===== src/jlpc_regs.vh =====
`ifndef JLPC_REGS_VH
`define JLPC_REGS_VH
// register offsets
`define JLPC_DEV_IDENT_SEEN 12'h400
`define JLPC_LANE0_IDENT 12'h402
`define JLPC_DENS_CF 12'h40a
`define JLPC_RES_ONE 12'h40b
`define JLPC_RES_TWO 12'h40c
`define JLPC_L0_SENT 12'h40d
`define JLPC_L0_CALC 12'h40e
`define JLPC_L1_IDENT 12'h412
`define JLPC_L1_SENT 12'h415
`define JLPC_L1_CALC 12'h416
`define JLPC_L2_IDENT 12'h41a
`define JLPC_L2_SENT 12'h41d
`define JLPC_L2_CALC 12'h41e
`define JLPC_L3_IDENT 12'h422
`define JLPC_L3_SENT 12'h425
`define JLPC_L3_CALC 12'h426
`define JLPC_EXP_DEV_IDENT 12'h450
`define JLPC_CTRL 12'h300
// field positions and reset value
`define JLPC_DENS_BIT 7
`define JLPC_CSUM_MODE_BIT 6
`define JLPC_RESET_VAL 8'h00
// configuration octet count per lane
`define JLPC_CFG_OCTETS 14
`define JLPC_CFG_IDX_W 4
`define JLPC_FCHK_IDX 4'hd
`endif


===== src/jlpc_link_param_capture.v =====
`timescale 1ns/10ps
`include "jlpc_regs.vh"

module jlpc_link_param_capture (
	input wire CORE_CLK,
	input wire RST,
	input wire [31:0] CFG_OCTET,
	input wire [3:0] CFG_VALID,
	input wire [3:0] CFG_START,
	input wire REG_WR,
	input wire REG_RD,
	input wire [11:0] REG_ADDR,
	input wire [7:0] REG_WDATA,
	output reg [7:0] REG_RDATA,
	output reg REG_RVALID,
	output reg [7:0] EXPECTED_DEV_IDENT,
	output reg CSUM_MODE
);

// ------------------------------------------------------------
// checksum helpers
// ------------------------------------------------------------
// mode 0: sum of field values; mode 1: sum of raw octets
function [7:0] csum_add;
	input [7:0] acc;
	input [7:0] oct;
	input [3:0] idx;
	input mode;
	reg [7:0] fld;
	begin
		fld = oct;
		if (!mode) begin
			case (idx)
			4'h1: fld = {4'h0, oct[3:0]};
			4'h2: fld = {3'h0, oct[4:0]};
			4'h3: fld = {3'h0, oct[4:0]} + {7'h00, oct[7]};
			4'h5: fld = {3'h0, oct[4:0]};
			4'h7: fld = {3'h0, oct[4:0]} + {6'h00, oct[7:6]};
			4'h8: fld = {3'h0, oct[4:0]} + {5'h00, oct[7:5]};
			4'h9: fld = {3'h0, oct[4:0]} + {5'h00, oct[7:5]};
			4'ha: fld = {3'h0, oct[4:0]} + {7'h00, oct[7]};
			4'hb: fld = 8'h00;
			4'hc: fld = 8'h00;
			default: fld = oct;
			endcase
		end
		csum_add = acc + fld;
	end
endfunction

// ------------------------------------------------------------
// per-lane sequence tracking
// ------------------------------------------------------------
// idx_r holds the index of the octet expected next on each lane
reg [15:0] idx_r;
reg [15:0] idx_nxt;
reg [3:0] busy_r;
reg [3:0] busy_nxt;
reg [31:0] acc_r;
reg [31:0] acc_nxt;
reg [3:0] take_nxt;
reg [3:0] first_nxt;
reg [3:0] done_nxt;
integer i;
integer j;
integer k;

always @* begin
	idx_nxt = idx_r;
	busy_nxt = busy_r;
	acc_nxt = acc_r;
	take_nxt = 4'h0;
	first_nxt = 4'h0;
	done_nxt = 4'h0;
	for (i = 0; i < 4; i = i + 1) begin
		if (CFG_VALID[i] && CFG_START[i]) begin
			// a fresh start abandons any sequence in flight
			take_nxt[i] = 1'b1;
			first_nxt[i] = 1'b1;
			busy_nxt[i] = 1'b1;
			idx_nxt[i*4 +: 4] = 4'h1;
			acc_nxt[i*8 +: 8] = csum_add(8'h00, CFG_OCTET[i*8 +: 8],
				4'h0, CSUM_MODE);
		end else if (CFG_VALID[i] && busy_r[i]) begin
			take_nxt[i] = 1'b1;
			idx_nxt[i*4 +: 4] = idx_r[i*4 +: 4] + 4'h1;
			if (idx_r[i*4 +: 4] == `JLPC_FCHK_IDX) begin
				// checksum octet itself stays out of the sum
				done_nxt[i] = 1'b1;
				busy_nxt[i] = 1'b0;
			end else begin
				acc_nxt[i*8 +: 8] = csum_add(acc_r[i*8 +: 8],
					CFG_OCTET[i*8 +: 8], idx_r[i*4 +: 4],
					CSUM_MODE);
			end
		end
	end
end

always @(posedge CORE_CLK or posedge RST) begin
	if (RST) begin
		idx_r <= 16'h0000;
		busy_r <= 4'h0;
	end else begin
		idx_r <= idx_nxt;
		busy_r <= busy_nxt;
	end
end

// running sums restart on each start octet
always @(posedge CORE_CLK or posedge RST) begin
	if (RST)
		acc_r <= 32'h0000_0000;
	else
		acc_r <= acc_nxt;
end

// ------------------------------------------------------------
// octet position decode
// ------------------------------------------------------------
// true when lane ln takes mid-sequence octet number want
function octet_hit;
	input [3:0] take;
	input [3:0] first;
	input [15:0] idx;
	input [1:0] ln;
	input [3:0] want;
	begin
		octet_hit = take[ln] && !first[ln] &&
			(idx[ln*4 +: 4] == want);
	end
endfunction

// ------------------------------------------------------------
// per-lane staging and commit
// ------------------------------------------------------------
// staged values become visible only once the whole sequence is in
reg [7:0] lane_ident_tmp_r [0:3];
reg [7:0] lane_ident_r [0:3];
reg [7:0] sent_r [0:3];
reg [7:0] calc_r [0:3];

always @(posedge CORE_CLK or posedge RST) begin
	if (RST) begin
		for (j = 0; j < 4; j = j + 1)
			lane_ident_tmp_r[j] <= 8'h00;
	end else begin
		for (j = 0; j < 4; j = j + 1)
			if (octet_hit(take_nxt, first_nxt, idx_r, j[1:0],
				4'h2))
				lane_ident_tmp_r[j] <= {3'h0, CFG_OCTET[j*8 +: 5]};
	end
end

always @(posedge CORE_CLK or posedge RST) begin
	if (RST) begin
		for (k = 0; k < 4; k = k + 1) begin
			lane_ident_r[k] <= `JLPC_RESET_VAL;
			sent_r[k] <= `JLPC_RESET_VAL;
			calc_r[k] <= `JLPC_RESET_VAL;
		end
	end else begin
		for (k = 0; k < 4; k = k + 1) begin
			if (done_nxt[k]) begin
				lane_ident_r[k] <= lane_ident_tmp_r[k];
				// checksum octet is taken straight off the lane
				sent_r[k] <= CFG_OCTET[k*8 +: 8];
				calc_r[k] <= acc_r[k*8 +: 8];
			end
		end
	end
end

// ------------------------------------------------------------
// lane 0 link fields
// ------------------------------------------------------------
reg [7:0] dev_ident_tmp_r;
reg [7:0] dens_cf_tmp_r;
reg [7:0] res_one_tmp_r;
reg [7:0] res_two_tmp_r;
reg [7:0] dev_ident_r;
reg [7:0] dens_cf_r;
reg [7:0] res_one_r;
reg [7:0] res_two_r;
wire [7:0] lane0_oct;

assign lane0_oct = CFG_OCTET[7:0];

always @(posedge CORE_CLK or posedge RST) begin
	if (RST) begin
		dev_ident_tmp_r <= 8'h00;
		dens_cf_tmp_r <= 8'h00;
		res_one_tmp_r <= 8'h00;
		res_two_tmp_r <= 8'h00;
	end else begin
		// device ident arrives as octet 0 with the start flag
		if (first_nxt[0])
			dev_ident_tmp_r <= lane0_oct;
		if (octet_hit(take_nxt, first_nxt, idx_r, 2'h0, 4'ha))
			dens_cf_tmp_r <= {lane0_oct[`JLPC_DENS_BIT], 2'h0,
				lane0_oct[4:0]};
		if (octet_hit(take_nxt, first_nxt, idx_r, 2'h0, 4'hb))
			res_one_tmp_r <= lane0_oct;
		if (octet_hit(take_nxt, first_nxt, idx_r, 2'h0, 4'hc))
			res_two_tmp_r <= lane0_oct;
	end
end

always @(posedge CORE_CLK or posedge RST) begin
	if (RST) begin
		dev_ident_r <= `JLPC_RESET_VAL;
		dens_cf_r <= `JLPC_RESET_VAL;
		res_one_r <= `JLPC_RESET_VAL;
		res_two_r <= `JLPC_RESET_VAL;
	end else if (done_nxt[0]) begin
		dev_ident_r <= dev_ident_tmp_r;
		dens_cf_r <= dens_cf_tmp_r;
		res_one_r <= res_one_tmp_r;
		res_two_r <= res_two_tmp_r;
	end
end

// ------------------------------------------------------------
// register port
// ------------------------------------------------------------
// only 0x450 and 0x300 take writes; captured state ignores them
wire ident_wr;
wire ctrl_wr;
reg [7:0] rdata_nxt;

assign ident_wr = REG_WR && (REG_ADDR == `JLPC_EXP_DEV_IDENT);
assign ctrl_wr = REG_WR && (REG_ADDR == `JLPC_CTRL);

always @(posedge CORE_CLK or posedge RST) begin
	if (RST)
		EXPECTED_DEV_IDENT <= `JLPC_RESET_VAL;
	else if (ident_wr)
		EXPECTED_DEV_IDENT <= REG_WDATA;
end

always @(posedge CORE_CLK or posedge RST) begin
	if (RST)
		CSUM_MODE <= 1'b0;
	else if (ctrl_wr)
		CSUM_MODE <= REG_WDATA[`JLPC_CSUM_MODE_BIT];
end

// unmapped addresses read as zero
always @* begin
	rdata_nxt = 8'h00;
	case (REG_ADDR)
	`JLPC_DEV_IDENT_SEEN: rdata_nxt = dev_ident_r;
	`JLPC_LANE0_IDENT: rdata_nxt = lane_ident_r[0];
	`JLPC_DENS_CF: rdata_nxt = dens_cf_r;
	`JLPC_RES_ONE: rdata_nxt = res_one_r;
	`JLPC_RES_TWO: rdata_nxt = res_two_r;
	`JLPC_L0_SENT: rdata_nxt = sent_r[0];
	`JLPC_L0_CALC: rdata_nxt = calc_r[0];
	`JLPC_L1_IDENT: rdata_nxt = lane_ident_r[1];
	`JLPC_L1_SENT: rdata_nxt = sent_r[1];
	`JLPC_L1_CALC: rdata_nxt = calc_r[1];
	`JLPC_L2_IDENT: rdata_nxt = lane_ident_r[2];
	`JLPC_L2_SENT: rdata_nxt = sent_r[2];
	`JLPC_L2_CALC: rdata_nxt = calc_r[2];
	`JLPC_L3_IDENT: rdata_nxt = lane_ident_r[3];
	`JLPC_L3_SENT: rdata_nxt = sent_r[3];
	`JLPC_L3_CALC: rdata_nxt = calc_r[3];
	`JLPC_EXP_DEV_IDENT: rdata_nxt = EXPECTED_DEV_IDENT;
	`JLPC_CTRL: rdata_nxt = {1'b0, CSUM_MODE, 6'h00};
	default: rdata_nxt = 8'h00;
	endcase
end

always @(posedge CORE_CLK or posedge RST) begin
	if (RST)
		REG_RVALID <= 1'b0;
	else
		REG_RVALID <= REG_RD;
end

// read data holds until the next read
always @(posedge CORE_CLK or posedge RST) begin
	if (RST)
		REG_RDATA <= 8'h00;
	else if (REG_RD)
		REG_RDATA <= rdata_nxt;
end

endmodule // jlpc_link_param_capture


===== config.mk =====
export PLATFORM = sky130hd
export DESIGN_NAME = jlpc_link_param_capture
export DESIGN_NICKNAME = d
export VERILOG_FILES = /design/src/jlpc_link_param_capture.v
export VERILOG_INCLUDE_DIRS = /design/src
export SDC_FILE = /design/constraint.sdc
export NUM_CORES = 1
export LEC_CHECK = 0
export BUFFER_PORTS_ARGS = -buffer_cell sky130_fd_sc_hd__clkbuf_2
export CAP_MARGIN = 20
export CELL_PAD_IN_SITES_DETAIL_PLACEMENT = 2
export CELL_PAD_IN_SITES_GLOBAL_PLACEMENT = 2
export CORE_UTILIZATION = 41
export DETAILED_ROUTE_END_ITERATION = 10
export PLACE_DENSITY = 0.87
export SLEW_MARGIN = 25
export SYNTH_ARGS = -nofsm -noshare
export SYNTH_HDL_FRONTEND = slang
export SYNTH_SLANG_ARGS = --single-unit

===== constraint.sdc =====
create_clock -name CORE_CLK -period 10.11 [get_ports CORE_CLK]
set_input_delay 2.022 -clock CORE_CLK [delete_from_list [all_inputs] [get_ports CORE_CLK]]
set_output_delay 2.022 -clock CORE_CLK [all_outputs]
set_load 0.01 [all_outputs]

After elaboration in Yosys (flattened, before gate mapping)
Index checks and enable logic that the tools add are counted.
{"block": "op_classes", "n_addsub": 20, "mul": 0, "div": 0, "n_lt_le_gt_ge": 0, "n_eq_ne": 66, "n_shift": 0, "n_mux": 77, "bitwise_logic": 0, "n_reduce_logical": 57}
{"cell": "$mux 8", "n": 28}
{"cell": "$eq 12x11->1 const B", "n": 17}
{"cell": "$pmux 8 s6", "n": 4}
{"cell": "$pmux 8 s18", "n": 1}
{"cell": "$eq 4x4->1 const B", "n": 24}
{"cell": "$mux 1", "n": 36}
{"cell": "$add 8x8->8", "n": 4}
{"cell": "$eq 4x2->1 const B", "n": 8}
{"cell": "$eq 4x3->1 const B", "n": 8}
{"cell": "$mux 4", "n": 8}
{"cell": "$reduce_or 2->1", "n": 16}
{"cell": "$add 5x1->6", "n": 4}
{"cell": "$add 5x2->6", "n": 4}
{"cell": "$add 5x3->6", "n": 4}
{"cell": "$logic_and 1x1->1", "n": 21}
{"cell": "$add 4x1->4 const B", "n": 4}
{"cell": "$eq 4x1->1 const B", "n": 4}
{"cell": "$reduce_and 2->1", "n": 8}
{"cell": "$reduce_bool 2->1", "n": 8}
{"cell": "$eq 12x10->1 const B", "n": 1}
{"cell": "$ne 2x2->1 const B", "n": 4}
{"cell": "$logic_not 1->1", "n": 4}
{"block": "totals", "reg_bits": 234, "latchBits": 0, "mem_bits_rw": 0, "mem_bits_ro": 0, "input_bits": 64, "out_inout_bits": 18, "word_cells": 260, "n_memories": 0}

Depth between registers and ports, before layout
{"block": "logic_depth", "ltp_word": 11, "mapped_depth": 21, "mapped_depth_nobuf": 21}

Least setup slack after synthesis
No wires, ideal clock.
{"block": "synth_timing", "kind": "input to register", "startpoint": "input CFG_OCTET[30]", "endpoint": "register acc_r[31]", "setup_time_ns": 0.126, "arrival_time_ns": 4.926, "slack_ns": 5.058, "stages": 13, "cell_sequence": "nor3b_1 a221o_1 ha_1 inv_1 fa_1 o31ai_1 ha_1 a21oi_1 o211ai_1 o41ai_1 xnor2_1 a21o_1 a221o_1"}
{"block": "synth_between", "elab_chain_cells": 10, "word_cells_on_any_way": 11}
{"element": "start, declared", "line_no": "jlpc_link_param_capture.v:7", "rtl": "input wire [31:0] CFG_OCTET,"}
{"element": "$add 5x2->6 / $add 5x3->6 (equally long branches)", "line_no": "jlpc_link_param_capture.v:38, jlpc_link_param_capture.v:39, jlpc_link_param_capture.v:40"}
{"element": "$pmux 8 s6"}
{"element": "$mux 8 *"}
{"element": "$mux 8 *", "line_no": "jlpc_link_param_capture.v:87", "rtl": "if (idx_r[i*4 +: 4] == `JLPC_FCHK_IDX) begin"}
{"element": "$mux 8 *", "line_no": "jlpc_link_param_capture.v:84", "rtl": "end else if (CFG_VALID[i] && busy_r[i]) begin"}
{"element": "$mux 8 *", "line_no": "jlpc_link_param_capture.v:76", "rtl": "if (CFG_VALID[i] && CFG_START[i]) begin"}
{"element": "$add 8x8->8 *", "line_no": "jlpc_link_param_capture.v:47", "rtl": "csum_add = acc + fld;"}
{"element": "$mux 8 *", "line_no": "jlpc_link_param_capture.v:87"}
{"element": "$mux 8 *", "line_no": "jlpc_link_param_capture.v:84"}
{"element": "$mux 8 *", "line_no": "jlpc_link_param_capture.v:76"}
{"element": "end signal, assigned", "line_no": "jlpc_link_param_capture.v:115", "rtl": "acc_r <= acc_nxt;"}
{"element": "end, declared", "line_no": "jlpc_link_param_capture.v:59", "rtl": "reg [31:0] acc_r;"}
Mark *: on every way between the ends. The rest lies on a longest branch, timed or not. The select of a mux whose other input is x is not followed.
A chain may end at the register's enable or synchronous reset.

Worst setup path after layout
Same ends and word-level chain as after synthesis.

==> impl_metrics.csv <==
group,metric,value,unit
timing,finalMaxSlewViolations,0,
cts,cts_inserted_buffers,26,
placed_design,routabilityCongestion,0.863,
layout,non_filler_cells_final,1686,
worst_setup_path,crit_fanout,5,
floorplanning,design.die.area,32400,um^2
synth,synth_flop_cell,"dfrtp_1",
worst_setup_path,cp_startpoint_kind,"input port",
run_status,violations,"DRC",
cts,clkSinkCount,234,
synth,ys_seq_area_frac,0.451,
timing,timing_hold_violations_final,0,
placed_design,number_of_placed_instances_taps_included,1636,
run_status,run_status,"finished, violations left",
drt,num_vias,10900,
placed_design,detailedPlacementHpwl,33400,um
floorplanning,io-pin-count,82,
drt,drc_violation_count_after_routing,4,
global_route,first_global_vias,12400,
global_route,grt_overflow,0,
hold_path,min_path_type,"flop to flop",
floorplanning,chipHeight,180,um
floorplanning,floorplan.initialDensity,0.421,
worst_setup_path,timing.critical_path.required,10.54,ns
drt,total_detailed_routing_wirelength,53100,um
layout,layout_commonest_cell,"dfrtp_1",
worst_setup_path,worstSetupEndpointType,"flop",
power,max-vdd-ir-drop,117,uV
cts,post_cts_hold_buffer_count,0,
global_route,grt_first_pass_wirelength,80900,um
synth,synth-edff-count,0,
hold_path,worst_hold_path.num_cells,2,
timing,final.hold.worst_slack,0.489,ns
global_route,grt_usage,0.329,
timing,worst-slew-pin-transition,1.02,ns
synth,yosysUniqueCellTypes,73,
synth,netlist_instances,1205,
cts,clk_path_buf_depth,3,
layout,area_growth_syn_to_layout,13.1,%
layout,most_frequent_cells_in_the_layout,"dfrtp_1 (234), mux2_2 (162), nand2_1 (106)",
synth,synth_fp_nets,1333,
global_route,antenna_found_initial,2,
synth,total_of_flip_flops_plus_latches_after_synthesis,234,
synth,synthesized_area_divided_by_synthesized_cell_count,10.8,um^2
synth,async_flop_share,1.00,
power,p_per_cell_area,255,nW/um^2
timing,timing.max_slew.rel_slack,0.312,
synth,synth-warning-count,0,
placed_design,placement.setup.worst_slack,4.32,ns
cts,post_cts.resized_instances,0,
timing,fin_setup_tns,0,ns
cts,htreeDepth,1,
timing,max_frequency,0.182,GHz
cts,clk_pin_slew_worst_paths,0.07,ns
floorplanning,core_outline_area,30800,um^2
drt,avgViaCountPerCell,6.49,
cts,cts.repair_timing.setup_buffer_count,0,
timing,timing.final.setup_violations,0,
timing,min_period_over_period,0.545,
global_route,grt_max_degree,101,
cts,clock_insertion_delay_worst_skew,0.55,ns
synth,syn-cell-area,13000,um^2
drt,drt-initial-drc-count,786,
worst_setup_path,rr_worst_depth,20,
cts,clockRootBuffer,"clkbuf_16",
timing,final.setup_skew,0.0180,ns
placed_design,placement.io_buffers,81,
floorplanning,die_w,180,um
cts,cts_tree,"built",
layout,fin_util,0.476,
worst_setup_path,crit_type,"input port to flop",
power,p_leak,6.90,nW
floorplanning,num_rows,64,
timing,rsz_0062_raised_after_global_routing,"false",
worst_setup_path,timing.critical_path.arrival,5.94,ns
layout,design.final.nets,1396,
run,number_of_max_capacitance_violations_reported,0,
layout,drive_gt1_frac,0.249,
drt,wl_per_cell,31.5,um
timing,fin_ws,4.60,ns
drt,antenna_violating_nets_post_route,0,
timing,finalWorstPathRequiredPeriod,5.51,ns
drt,detail_route.first_pass.iterations,9,
[logic make-up after synthesis]
logic type      synth area share
simple gates               0.125
compound gates             0.149
flops                      0.451
mux                        0.154
buf+inv                   0.0351
fa+ha+maj                 0.0663
xor+xnor                  0.0200
[sequential cells by signal (all words and copies together) (netlist names), 6 cells and up]
register,count
res_one_tmp_r,8
calc_r,32
acc_r,32
dev_ident_tmp_r,8
sent_r,32
res_one_r,8
res_two_tmp_r,8
res_two_r,8
REG_RDATA,8
lane_ident_tmp_r,20
dev_ident_r,8
lane_ident_r,20
EXPECTED_DEV_IDENT,8
dens_cf_r,6
idx_r,16
dens_cf_tmp_r,6
[worst max-delay path, cell delays in order]
cell      delay (ns)
clkbuf_2        0.12
nor3b_1         0.23
a221o_1         0.16
ha_1            0.18
inv_1           0.07
fa_1            0.40
nor2b_1         0.13
o21ai_0         0.13
a21oi_1         0.32
nand2_1         0.13
a22o_1          0.28
ha_1            0.35
nand3_1         0.12
o211ai_1        0.15
o41ai_1         0.45
xnor2_1         0.17
a21o_1          0.20
a221o_1         0.33
[final timing paths]
kind	startpoint	endpoint	slack, ns
worst min-delay path	dev_ident_tmp_r[4]$_DFFE_PP0P_	dev_ident_tmp_r[4]$_DFFE_PP0P_	0.49
max in group asynchronous	RST	lane_ident_r[11]$_DFFE_PP0P_	7.14
worst max-delay path	CFG_OCTET[30]	acc_r[31]$_DFFE_PP0P_	4.60
min in group asynchronous	RST	idx_r[11]$_DFFE_PP0P_	1.63
worst min register to register	dev_ident_tmp_r[4]$_DFFE_PP0P_	dev_ident_tmp_r[4]$_DFFE_PP0P_	0.49
worst max register to register	idx_r[12]$_DFFE_PP0P_	acc_r[31]$_DFFE_PP0P_	5.11
[Yosys cell counts (12+ instances only)]
cell type	n	area share
a21o_1	15	0.0087
a21oi_1	50	0.019
o21ai_0	66	0.025
xor2_1	15	0.010
nor2b_1	16	0.0077
nor3_1	15	0.0058
a22oi_1	31	0.018
mux2i_1	15	0.012
nand3_1	40	0.015
a222oi_1	18	0.014
xnor2_1	12	0.0081
a22o_1	17	0.011
inv_1	56	0.016
nand2b_1	15	0.0072
nand2_1	106	0.031
and2_1	14	0.0067
mux2_2	162	0.14
clkbuf_1	37	0.011
ha_1	56	0.054
dfrtp_1	234	0.45
nor2_1	45	0.013
[metal layers]
metal	routed length [um]	up-vias	share of wire	track usage
li1	-	4556	-	-
met1	20500	5719	0.39	0.386
met2	26400	473	0.50	0.572
met3	3060	198	0.058	0.0511
met4	3190	0	0.060	0.191
met5	0	-	0	0
[power by group]
part	total, W	internal [W]	switching, W
sequential	0.00143	0.00117	0.000257
clock	0.00108	0.000628	0.000448
combinational	0.00124	0.000524	0.000715
[layout make-up]
class	instances	area, um^2
fillers	3062	16100
multi-input cells	861	6700
flip-flops and latches	234	5860
clock buffers	33	748
well taps	396	495
repair buffers	89	469
inverters	56	218
clock inverters	15	195
diodes	2	5.00
[stage by stage]
stage               cell area [um^2]  power (W)
floorplan                      13000    0.00217
global placement               13700    0.00242
detailed placement             13700    0.00255
CTS                            14700    0.00372
global route                   14700    0.00390
finish                         14700    0.00374
(Power assumes the default switching activity.)
